<file path="src/hdl/cke_pwr_pkg.sv">
// constants and types for the clock-enable power-state logic
// How it works
// RL1 - device samples clock enable, uses previous/current pair
// RL2 - power-down entry/exit only with NOP/DESELECT
// RL3 - banks idle: precharge power-down, else active
// RL4 - CKE fall with REFRESH enters self refresh
// RL5 - self refresh exit only with NOP/DESELECT
// RL6 - exit-to-non-read NOPs; READ after 200 clocks
// RL7 - controller issues only permitted combinations
// RL8 - no refresh in power-down; exit in time
// RL9 - ODT ignored; termination off in self refresh
// RL10 - ODT driven valid during power-down
// RL11 - no entry while operations in progress
// RL12 - CKE held three edges after change
// RL13 - CKE steady high: only normal commands
// RL14 - after READ, entry after burst completes
// RL15 - write autoprecharge: entry one clock after precharge
// RL16 - precharge power-down one clock after REFRESH
// RL17 - active power-down one clock after ACTIVATE
// RL18 - precharge power-down one clock after PRECHARGE
// RL19 - mode load then power-down after delay
// RL20 - frequency change in precharge power-down, two clocks
// RL21 - stable clock before exit, then DLL reset
// RL22 - termination off during 200-cycle relock
// RL23 - mode bit 12 selects fast/slow exit
// RL24 - open rows kept through active power-down
package cke_pwr_pkg;
	localparam int NUM_BANKS      = 8;
	localparam int CKE_MIN_EDGES  = 3;
	localparam int XSRD_CLOCKS    = 200;
	localparam int XSNR_CLOCKS    = 200;
	localparam int RELOCK_CLOCKS  = 200;
	localparam int FREQ_WAIT      = 2;
	localparam int MRD_CLOCKS     = 2;
	localparam int READ_BURST     = 4;
	localparam int WR_RECOVERY    = 3;
	localparam int SLOW_EXIT_BIT  = 12;
	localparam int FAST_EXIT_CLKS = 2;
	localparam int SLOW_EXIT_CLKS = 6;

	typedef enum logic [2:0] {
		CMD_NOP,
		CMD_DESELECT,
		CMD_ACTIVATE,
		CMD_READ,
		CMD_WRITE,
		CMD_PRECHARGE,
		CMD_REFRESH,
		CMD_LOAD_MODE
	} cmd_t;

	typedef enum logic [2:0] {
		PS_IDLE,
		PS_ACTIVE,
		PS_PRE_PD,
		PS_ACT_PD,
		PS_SELF_REF
	} pstate_t;
endpackage

</file>
<file path="src/hdl/cke_link_if.sv">
// link between controller and memory power-state logic
`timescale 1ns/1ps
`default_nettype none
interface cke_link_if;
	logic                     cke;
	cke_pwr_pkg::cmd_t        cmd;
	logic [2:0]               bank;
	logic                     allBanks;
	logic                     odt;
	logic                     slowExit;
	modport ctrl (output cke, output cmd, output bank, output allBanks, output odt, output slowExit);
	modport mem  (input cke, input cmd, input bank, input allBanks, input odt, input slowExit);
endinterface
`default_nettype wire

</file>
<file path="src/hdl/ddr_pwr_ctrl.sv">
// controller-side sequencer for power-down and self refresh
`timescale 1ns/1ps
`default_nettype none
module ddr_pwr_ctrl
	import cke_pwr_pkg::*;
(
	input  wire logic mclk,
	input  wire logic rst,
	input  wire cke_pwr_pkg::cmd_t userCmd,
	input  wire logic [2:0] userBank,
	input  wire logic userAll,
	input  wire logic userOdt,
	input  wire logic userSlow,
	input  wire logic userValid,
	output logic      userReady,
	input  wire logic pdReq,
	input  wire logic srReq,
	input  wire logic wakeReq,
	output logic      lowPower,
	output logic      freqChangeOk,
	cke_link_if.ctrl  link
);
	import cke_pwr_pkg::*;

	logic       cke_ff;
	cmd_t       cmd_ff;
	logic [2:0] bank_ff;
	logic       all_ff;
	logic       odt_ff;
	logic       slow_ff;
	logic       inSr_ff;
	logic [7:0] hold_ff;
	logic       ckeLast_ff;
	logic [7:0] busy_ff;
	logic [7:0] newBusy;
	logic [7:0] exitWait_ff;
	logic       idleBanks_ff;
	logic [NUM_BANKS-1:0] open_ff;
	logic       holdOk;
	logic       canEnter;
	logic       issue;

	// RL12 three edges at a level
	assign holdOk   = hold_ff >= 8'(CKE_MIN_EDGES);
	// RL11 RL14 RL15 RL16 RL17 RL18 RL19 busy gate
	assign canEnter = holdOk && busy_ff == 8'h00 && exitWait_ff == 8'h00;
	// RL13 RL6 commands only when up and past exit wait
	assign userReady = cke_ff && holdOk && exitWait_ff == 8'h00 && !(pdReq || srReq);
	assign issue     = userValid && userReady;

	// link.cke is cke_ff itself, so the change is seen against a delayed copy
	always_ff @(posedge mclk) begin
		if (rst) begin
			hold_ff    <= 8'h00;
			ckeLast_ff <= 1'b1;
		end else begin
			ckeLast_ff <= cke_ff;
			if (cke_ff != ckeLast_ff)
				hold_ff <= 8'h01;
			else if (hold_ff != 8'hff)
				hold_ff <= hold_ff + 8'h01;
		end
	end

	always_ff @(posedge mclk) begin
		if (rst) begin
			cke_ff  <= 1'b1;
			cmd_ff  <= CMD_NOP;
			inSr_ff <= 1'b0;
		end else begin
			cmd_ff <= CMD_NOP;
			if (cke_ff) begin
				if (issue)
					cmd_ff <= userCmd;
				// RL4 self refresh only with banks idle
				else if (srReq && canEnter && open_ff == '0) begin
					cke_ff  <= 1'b0;
					cmd_ff  <= CMD_REFRESH;
					inSr_ff <= 1'b1;
				// RL2 entry with nop
				end else if (pdReq && canEnter)
					cke_ff <= 1'b0;
			// RL5 RL21 RL8 exit with nop once held
			end else if (wakeReq && holdOk) begin
				cke_ff  <= 1'b1;
				inSr_ff <= 1'b0;
			end
		end
	end

	always_comb begin
		case (userCmd)
			CMD_READ:      newBusy = 8'(READ_BURST + 1);
			CMD_WRITE:     newBusy = 8'(READ_BURST + WR_RECOVERY + 1);
			CMD_LOAD_MODE: newBusy = 8'(MRD_CLOCKS);
			default:       newBusy = 8'h01;
		endcase
	end

	// time until entry legal; a short command never cuts a longer wait short
	always_ff @(posedge mclk) begin
		if (rst)
			busy_ff <= 8'h00;
		else if (issue && newBusy > busy_ff)
			busy_ff <= newBusy;
		else if (busy_ff != 8'h00)
			busy_ff <= busy_ff - 8'h01;
	end

	// RL6 RL22 RL23 post-exit wait
	always_ff @(posedge mclk) begin
		if (rst)
			exitWait_ff <= 8'h00;
		else if (!cke_ff && wakeReq && holdOk)
			exitWait_ff <= inSr_ff ? 8'(XSRD_CLOCKS) :
				(slow_ff ? 8'(SLOW_EXIT_CLKS) : 8'(FAST_EXIT_CLKS));
		else if (exitWait_ff != 8'h00)
			exitWait_ff <= exitWait_ff - 8'h01;
	end

	always_ff @(posedge mclk) begin
		if (rst) begin
			open_ff <= '0;
			slow_ff <= 1'b0;
		end else if (issue) begin
			if (userCmd == CMD_ACTIVATE)
				open_ff[userBank] <= 1'b1;
			else if (userCmd == CMD_PRECHARGE && userAll)
				open_ff <= '0;
			else if (userCmd == CMD_PRECHARGE)
				open_ff[userBank] <= 1'b0;
			if (userCmd == CMD_LOAD_MODE)
				slow_ff <= userSlow;
		end
	end

	always_ff @(posedge mclk) begin
		if (rst) begin
			bank_ff <= 3'h0;
			all_ff  <= 1'b0;
		end else begin
			bank_ff <= userBank;
			all_ff  <= userAll;
		end
	end

	// RL10 RL9 RL22 odt driven low when down or relocking
	always_ff @(posedge mclk) begin
		if (rst)
			odt_ff <= 1'b0;
		else
			odt_ff <= userOdt && cke_ff && exitWait_ff == 8'h00;
	end

	always_ff @(posedge mclk) begin
		if (rst)
			idleBanks_ff <= 1'b1;
		else
			idleBanks_ff <= (open_ff == '0);
	end

	assign lowPower = !cke_ff;
	// RL20 frequency change window
	assign freqChangeOk = !cke_ff && !inSr_ff && idleBanks_ff && hold_ff >= 8'(FREQ_WAIT) && !odt_ff;
	assign link.cke      = cke_ff;
	assign link.cmd      = cmd_ff;
	assign link.bank     = bank_ff;
	assign link.allBanks = all_ff;
	assign link.odt      = odt_ff;
	assign link.slowExit = slow_ff;
endmodule // ddr_pwr_ctrl
`default_nettype wire

</file>
<file path="src/flat_wrapper.sv">
// flat-port wrapper written by rule: the top's interface ports become plain ports
module ddr_pwr_ctrl_flat import cke_pwr_pkg::*;
  (mclk, rst, userCmd, userBank, userAll, userOdt, userSlow, userValid, userReady, pdReq, srReq, wakeReq, lowPower, freqChangeOk, link_cke, link_cmd, link_bank, link_allBanks, link_odt, link_slowExit);
  cke_link_if link_i ();
  input  wire logic mclk;
  input  wire logic rst;
  input  wire cke_pwr_pkg::cmd_t userCmd;
  input  wire logic [2:0] userBank;
  input  wire logic userAll;
  input  wire logic userOdt;
  input  wire logic userSlow;
  input  wire logic userValid;
  output logic userReady;
  input  wire logic pdReq;
  input  wire logic srReq;
  input  wire logic wakeReq;
  output logic lowPower;
  output logic freqChangeOk;
  output wire logic [$bits(link_i.cke)-1:0] link_cke;
  output wire logic [$bits(link_i.cmd)-1:0] link_cmd;
  output wire logic [$bits(link_i.bank)-1:0] link_bank;
  output wire logic [$bits(link_i.allBanks)-1:0] link_allBanks;
  output wire logic [$bits(link_i.odt)-1:0] link_odt;
  output wire logic [$bits(link_i.slowExit)-1:0] link_slowExit;
  assign link_cke = link_i.cke;
  assign link_cmd = link_i.cmd;
  assign link_bank = link_i.bank;
  assign link_allBanks = link_i.allBanks;
  assign link_odt = link_i.odt;
  assign link_slowExit = link_i.slowExit;
  ddr_pwr_ctrl u_core (.mclk(mclk), .rst(rst), .userCmd(userCmd), .userBank(userBank), .userAll(userAll), .userOdt(userOdt), .userSlow(userSlow), .userValid(userValid), .userReady(userReady), .pdReq(pdReq), .srReq(srReq), .wakeReq(wakeReq), .lowPower(lowPower), .freqChangeOk(freqChangeOk), .link(link_i));
endmodule
</file>
<file path="config.mk">
export PLATFORM = sky130hd
export DESIGN_NAME = ddr_pwr_ctrl_flat
export DESIGN_NICKNAME = d
export VERILOG_FILES = /design/src/hdl/cke_pwr_pkg.sv /design/src/hdl/cke_link_if.sv /design/src/hdl/ddr_pwr_ctrl.sv /design/src/flat_wrapper.sv
export SDC_FILE = /design/constraint.sdc
export NUM_CORES = 1
export LEC_CHECK = 0
export BUFFER_PORTS_ARGS = -buffer_cell sky130_fd_sc_hd__buf_4
export CELL_PAD_IN_SITES_DETAIL_PLACEMENT = 0
export CELL_PAD_IN_SITES_GLOBAL_PLACEMENT = 1
export CORE_MARGIN = 2
export CORE_UTILIZATION = 45
export CTS_BUF_LIST = sky130_fd_sc_hd__clkbuf_4 sky130_fd_sc_hd__clkbuf_8
export DETAILED_ROUTE_END_ITERATION = 10
export PLACE_DENSITY_LB_ADDON = 0.1
export SYNTH_ARGS = -nofsm -noshare
export SYNTH_HDL_FRONTEND = slang
export SYNTH_SLANG_ARGS = --single-unit
</file>
<file path="constraint.sdc">
create_clock -name mclk -period 2.5 [get_ports mclk]
set_input_delay 0.375 -clock mclk [delete_from_list [all_inputs] [get_ports mclk]]
set_output_delay 0.375 -clock mclk [all_outputs]
set_load 0.02 [all_outputs]
</file>
# Yosys cells after proc, flatten, opt, wreduce, memory -nomap -nowiden
# Index checks and enable logic that the tools add are counted.
# Widths: inputs -> output; s select.
# word_totals
regBits	45
inputBits	15
out_inout_bits	13
# op_classes
addsub	3
n_lt_le_gt_ge	5
eq_ne	9
muxes	25
bitwise	4
n_reduce_logical	41
# op_table
cell	count
$mux 8	8
$logic_not 8->1	3
$logic_and 1x1->1	21
$ge 8x2->1 const B	2
$reduce_bool 8->1	2
$sub 8x1->8 const B	2
$mux 1	12
$pmux 4 s3	1
$eq 3x3->1 const B	3
$mux 3	3
$add 8x1->8 const B	1
$and 8x8->8	1
$gt 4x8->1	1
$ne 8x8->1 const B	1
$not 8->8	1
$or 8x8->8	1
$reduce_bool 2->1	4
$eq 3x2->1 const B	2
$logic_not 1->1	4
$lt 3x4->1 const B	1
$ne 2x2->1 const B	2
$reduce_and 2->1	2
$reduce_or 2->1	2
$demux 1 s3	1
6 further kinds	6

# Logic depth before layout (Yosys ltp)
# depth
ltp_word	9
ltp_mapped	9
ltp_nobuf	8

# Worst setup path before layout
# OpenSTA, ideal clock, no wires.
# synth_path
kind	input port to flip-flop
from	input port userCmd[0]
to	register u_core.busy_ff[1]
t_arrival_ps	2059
path_slack_ps	320
path_stages	9
path_cell_list	or3b_2 -> inv_1 -> ha_1 -> nand4_1 -> nand2_1 -> a21oi_1 -> and2_4 -> buf_6 -> mux2_4
# synth_via
elab_chain_len	5
elab_cells_between_ends	8
classes_between	order compare (1); eq/ne (3); mux (2); reduce/logical (2)
# synth_lines
item	line_no	source
start: declaration	flat_wrapper.sv:7	input wire cke_pwr_pkg::cmd_t userCmd;
$eq 3x3->1 or $eq 3x2->1 (tied branches)	ddr_pwr_ctrl.sv:92	case (userCmd)
$pmux 4 s3 *	ddr_pwr_ctrl.sv:92	
$gt 4x8->1	ddr_pwr_ctrl.sv:104	else if (issue && newBusy > busy_ff)
$logic_and 1x1->1	ddr_pwr_ctrl.sv:104	
$mux 8 or $reduce_bool 2->1 (tied branches)	n/a	
end signal: assignment	ddr_pwr_ctrl.sv:105	busy_ff <= newBusy;
end signal: assignment	ddr_pwr_ctrl.sv:107	busy_ff <= busy_ff - 8'h01;
end: declaration	ddr_pwr_ctrl.sv:34	logic [7:0] busy_ff;
# Every way passes the cells marked *; elsewhere a longest branch is shown, timed or not.
# A chain may end at the register's enable or synchronous reset.

# Worst setup path in the final report
# layout_path
from	register u_core.exitWait_ff[3]
to	output port userReady
# layout_via
elab_chain_len	3
# layout_lines
item	line_no	source
start: declaration	ddr_pwr_ctrl.sv:36	logic [7:0] exitWait_ff;
start signal: assignment	ddr_pwr_ctrl.sv:115	exitWait_ff <= inSr_ff ? 8'(XSRD_CLOCKS) :
start signal: assignment	ddr_pwr_ctrl.sv:118	exitWait_ff <= exitWait_ff - 8'h01;
$logic_not 8->1	ddr_pwr_ctrl.sv:48	assign userReady = cke_ff && holdOk && exitWait_ff == 8'h00 && !(pdReq || srReq);
$logic_and 1x1->1 (2 in series)	ddr_pwr_ctrl.sv:48	
end: declaration	flat_wrapper.sv:13	output logic userReady;
# Every way passes these cells.

==> impl_metrics.py <==
metrics = {
    "critical_path": {
        "worstSetupStartpointType": "flip-flop",
        "critical_path_required_ns": 2.12,
        "cp.arrival_ns": 1.98,
        "worst-setup-path-type": "flip-flop to output pin",
        "crit_fanout": 8,
        "end_kind": "output pin",
        "rrSetupSlack_ns": 0.23,
    },
    "clock_network": {
        "cts_sinks": 45,
        "numCtsBuffers": 5,
        "tritoncts": "done",
        "clockBufferDepth": 2,
        "cts-root-buf": "clkbuf_8",
        "cts_max_level": 2,
        "insertion_delay_ns": 0.30,
        "clkSlewWorstSetupHoldPaths_ns": 0.09,
    },
    "timing": {
        "worst_slew_pin_slew_ns": 0.6396,
        "grt_setup_unrepaired": "false",
        "finClkSkew_ns": 0.009353,
        "max-slew-margin-rel_pct": 56.97,
        "period_minus_slack_ns": 2.355,
        "finalHoldViolCount": 0,
        "setup_viol": 0,
        "fmax_ghz": 0.4246,
        "maxSlewViolCount": 0,
        "post-route-period-util_pct": 94.21,
        "setup_tns_ns": 0,
    },
    "placed_design": {
        "port_buffers": 27,
        "dpl-instance-area_um2": 2557,
        "finalWeightedCongestion": 0.8076,
        "dpl.hpwl_mm": 3.631,
    },
    "routing": {
        "ant_nets": 0,
        "vias": 1937,
        "drc_errors": 0,
        "drt_iter0_drc": 116,
        "dr.pass1.iters": 4,
        "wl_per_cell_um": 13.26,
        "wl_mm": 4.959,
        "vias_per_cell": 5.179,
    },
    "synthesis": {
        "yosys_warnings": 0,
        "yosys_most_used_dff": "dfxtp_1",
        "synth_cell_type_count": 45,
        "syn_area_um2": 2313,
        "synthArstFlopShare_pct": 0,
        "synth.avg_cell_area_um2": 8.322,
        "yosysSeqAreaShare_pct": 38.94,
        "synth_nets": 302,
        "postSynthCellCount": 278,
        "ys_ff_latch": 45,
        "synth-edff-count": 0,
    },
    "finish": {
        "final_cell_mix": "dfxtp_1 (45), nor2_1 (33), buf_4 (29)",
        "diodes": 0,
        "fillers": 511,
        "syn2layout_area_growth_pct": 16.06,
        "layout_commonest_cell": "dfxtp_1",
        "nets": 327,
        "fin_area_um2": 2685,
        "drive_above_1_share_pct": 16.12,
    },
    "floorplan": {
        "core.rowCount": 26,
        "die_y_um": 75.70,
        "dieArea_um2": 5730,
        "ios": 28,
        "core_area_um2": 5042,
        "initial_utilization_pct": 45.88,
        "fp.dieW_um": 75.70,
    },
    "grt": {
        "gr-total-overflow": 0,
        "track_usage_pct": 18.87,
        "grt_pass1_vias": 1778,
        "antenna_found_initial": 0,
        "grt_pass1_wl_mm": 8.245,
        "grt_max_degree": 40,
    },
    "run_status": {
        "status": "finished, final reports clean",
    },
    "power_and_ir_drop": {
        "power_density_nw_per_um2": 951.3,
        "ir_drop_mv": 0.3342,
        "leakagePower_nw": 1.174,
    },
    "flow_run": {
        "maxCapViolCount": 0,
    },
    "min_path": {
        "hold_class": "primary input to flip-flop",
    },
}
sequential cells by signal, summed over array words and instances (netlist names):
name                  count
u_core.link.bank          3
u_core.link.cke           1
u_core.busy_ff            8
u_core.ckeLast_ff         1
u_core.link.odt           1
u_core.hold_ff            8
u_core.exitWait_ff        8
u_core.link.cmd           3
u_core.idleBanks_ff       1
u_core.inSr_ff            1
u_core.link.slowExit      1
u_core.open_ff            8
u_core.link.allBanks      1
critical path: stages, from the launching register on:
cell	delay [ns]
dfxtp_1	0.36
or4_4	0.57
nor3_4	0.22
buf_4	0.19
and4_1	0.21
buf_4	0.14
stage by stage:
| step | instances | hold WS (ns) | setup WS, ns | power (W) | util [%] |
|---|---|---|---|---|---|
| after floorplan | 278 | 0.4827 | 0.3200 | 0.001750 | - |
| after global placement | 365 | 0.5099 | 0.1448 | 0.001969 | 50.72 |
| after detailed placement | 365 | 0.5158 | 0.09901 | 0.001957 | 50.72 |
| after CTS | 373 | 0.2903 | 0.04049 | 0.002554 | 53.10 |
| after global routing | 374 | 0.3055 | 0.05803 | 0.002779 | 53.25 |
| final | 374 | 0.3031 | 0.1448 | 0.002554 | 53.25 |
kinds of logic after synthesis:
| logic type | after synthesis | share of synthesized area (%) |
|---|---|---|
| AND/OR/NAND/NOR | 131 | 31.10 |
| AO/OA/AOI/OAI | 50 | 12.71 |
| multiplexers | 5 | 2.650 |
| XOR/XNOR | 14 | 5.300 |
| flip-flops | 45 | 38.94 |
| buffers and inverters | 24 | 4.435 |
| adder cells (fa/ha/maj) | 9 | 4.868 |
path summary, 6_finish.rpt:
path	start	to	cells after the start
worst max-delay path	u_core.exitWait_ff[3]	userReady	5
worst min-delay path	userOdt	u_core.link.odt	2
worst max register to register	u_core.exitWait_ff[3]	u_core.busy_ff[1]	6
worst min register to register	u_core.link.slowExit	u_core.exitWait_ff[2]	2
final cells by class:
class	instances	area, um2	area share (%)
multi-input cells	209	1310	48.79
flip-flops and latches	45	900.9	33.55
clock buffers	7	90.09	3.355
inverters	13	48.80	1.817
repair buffers	29	217.7	8.108
clock inverters	1	30.03	1.118
well taps	70	87.58	3.262
repair_timing:
item                                    in CTS  in global routing
endpoints found under the setup margin       0                  1
gates resized for setup                      0                  0
hold endpoints to repair                     0                  0
hold buffers                                 0                  0
setup buffers                                0                  1
power breakdown:
group | internal, W | total [W] | switching (W)
registers | 0.000846 | 0.000968 | 0.000122
logic | 0.000474 | 0.00100 | 0.000527
clock network | 0.000337 | 0.000586 | 0.000249
total | 0.00166 | 0.00255 | 0.000897
Yosys cell counts (2+ instances only):
cell type  instances  area [um2]
nor4_1             3       18.77
nor2b_1           12       75.07
clkbuf_1           7       26.28
mux2_4             2       30.03
nand2_1           17       63.81
or4_1              4       30.03
nor3_1            11       55.05
or2_2              3       18.77
a21oi_1           14       70.07
nor2_1            33       123.9
inv_1             13       48.80
xor2_1             9       78.83
nand3b_1           4       30.03
and3_1             7       43.79
a21o_1             3       22.52
nand4_1            6       37.54
ha_1               9       112.6
a211oi_1           4       30.03
dfxtp_1           45       900.9
mux2i_1            2       20.02
xnor2_1            5       43.79
nand3_1           14       70.07
o21ai_0           18       90.09
o31ai_1            4       30.03
nand2b_1           6       37.54
a31oi_1            4       25.02
per-layer routing:
layer	GRT usage, %	routed length [um]
met1	27.86	2675
met2	27.54	2061
met3	4.365	178
met4	5.263	44
met5	0	0
No activity file was read; power rests on OpenSTA's default activity.
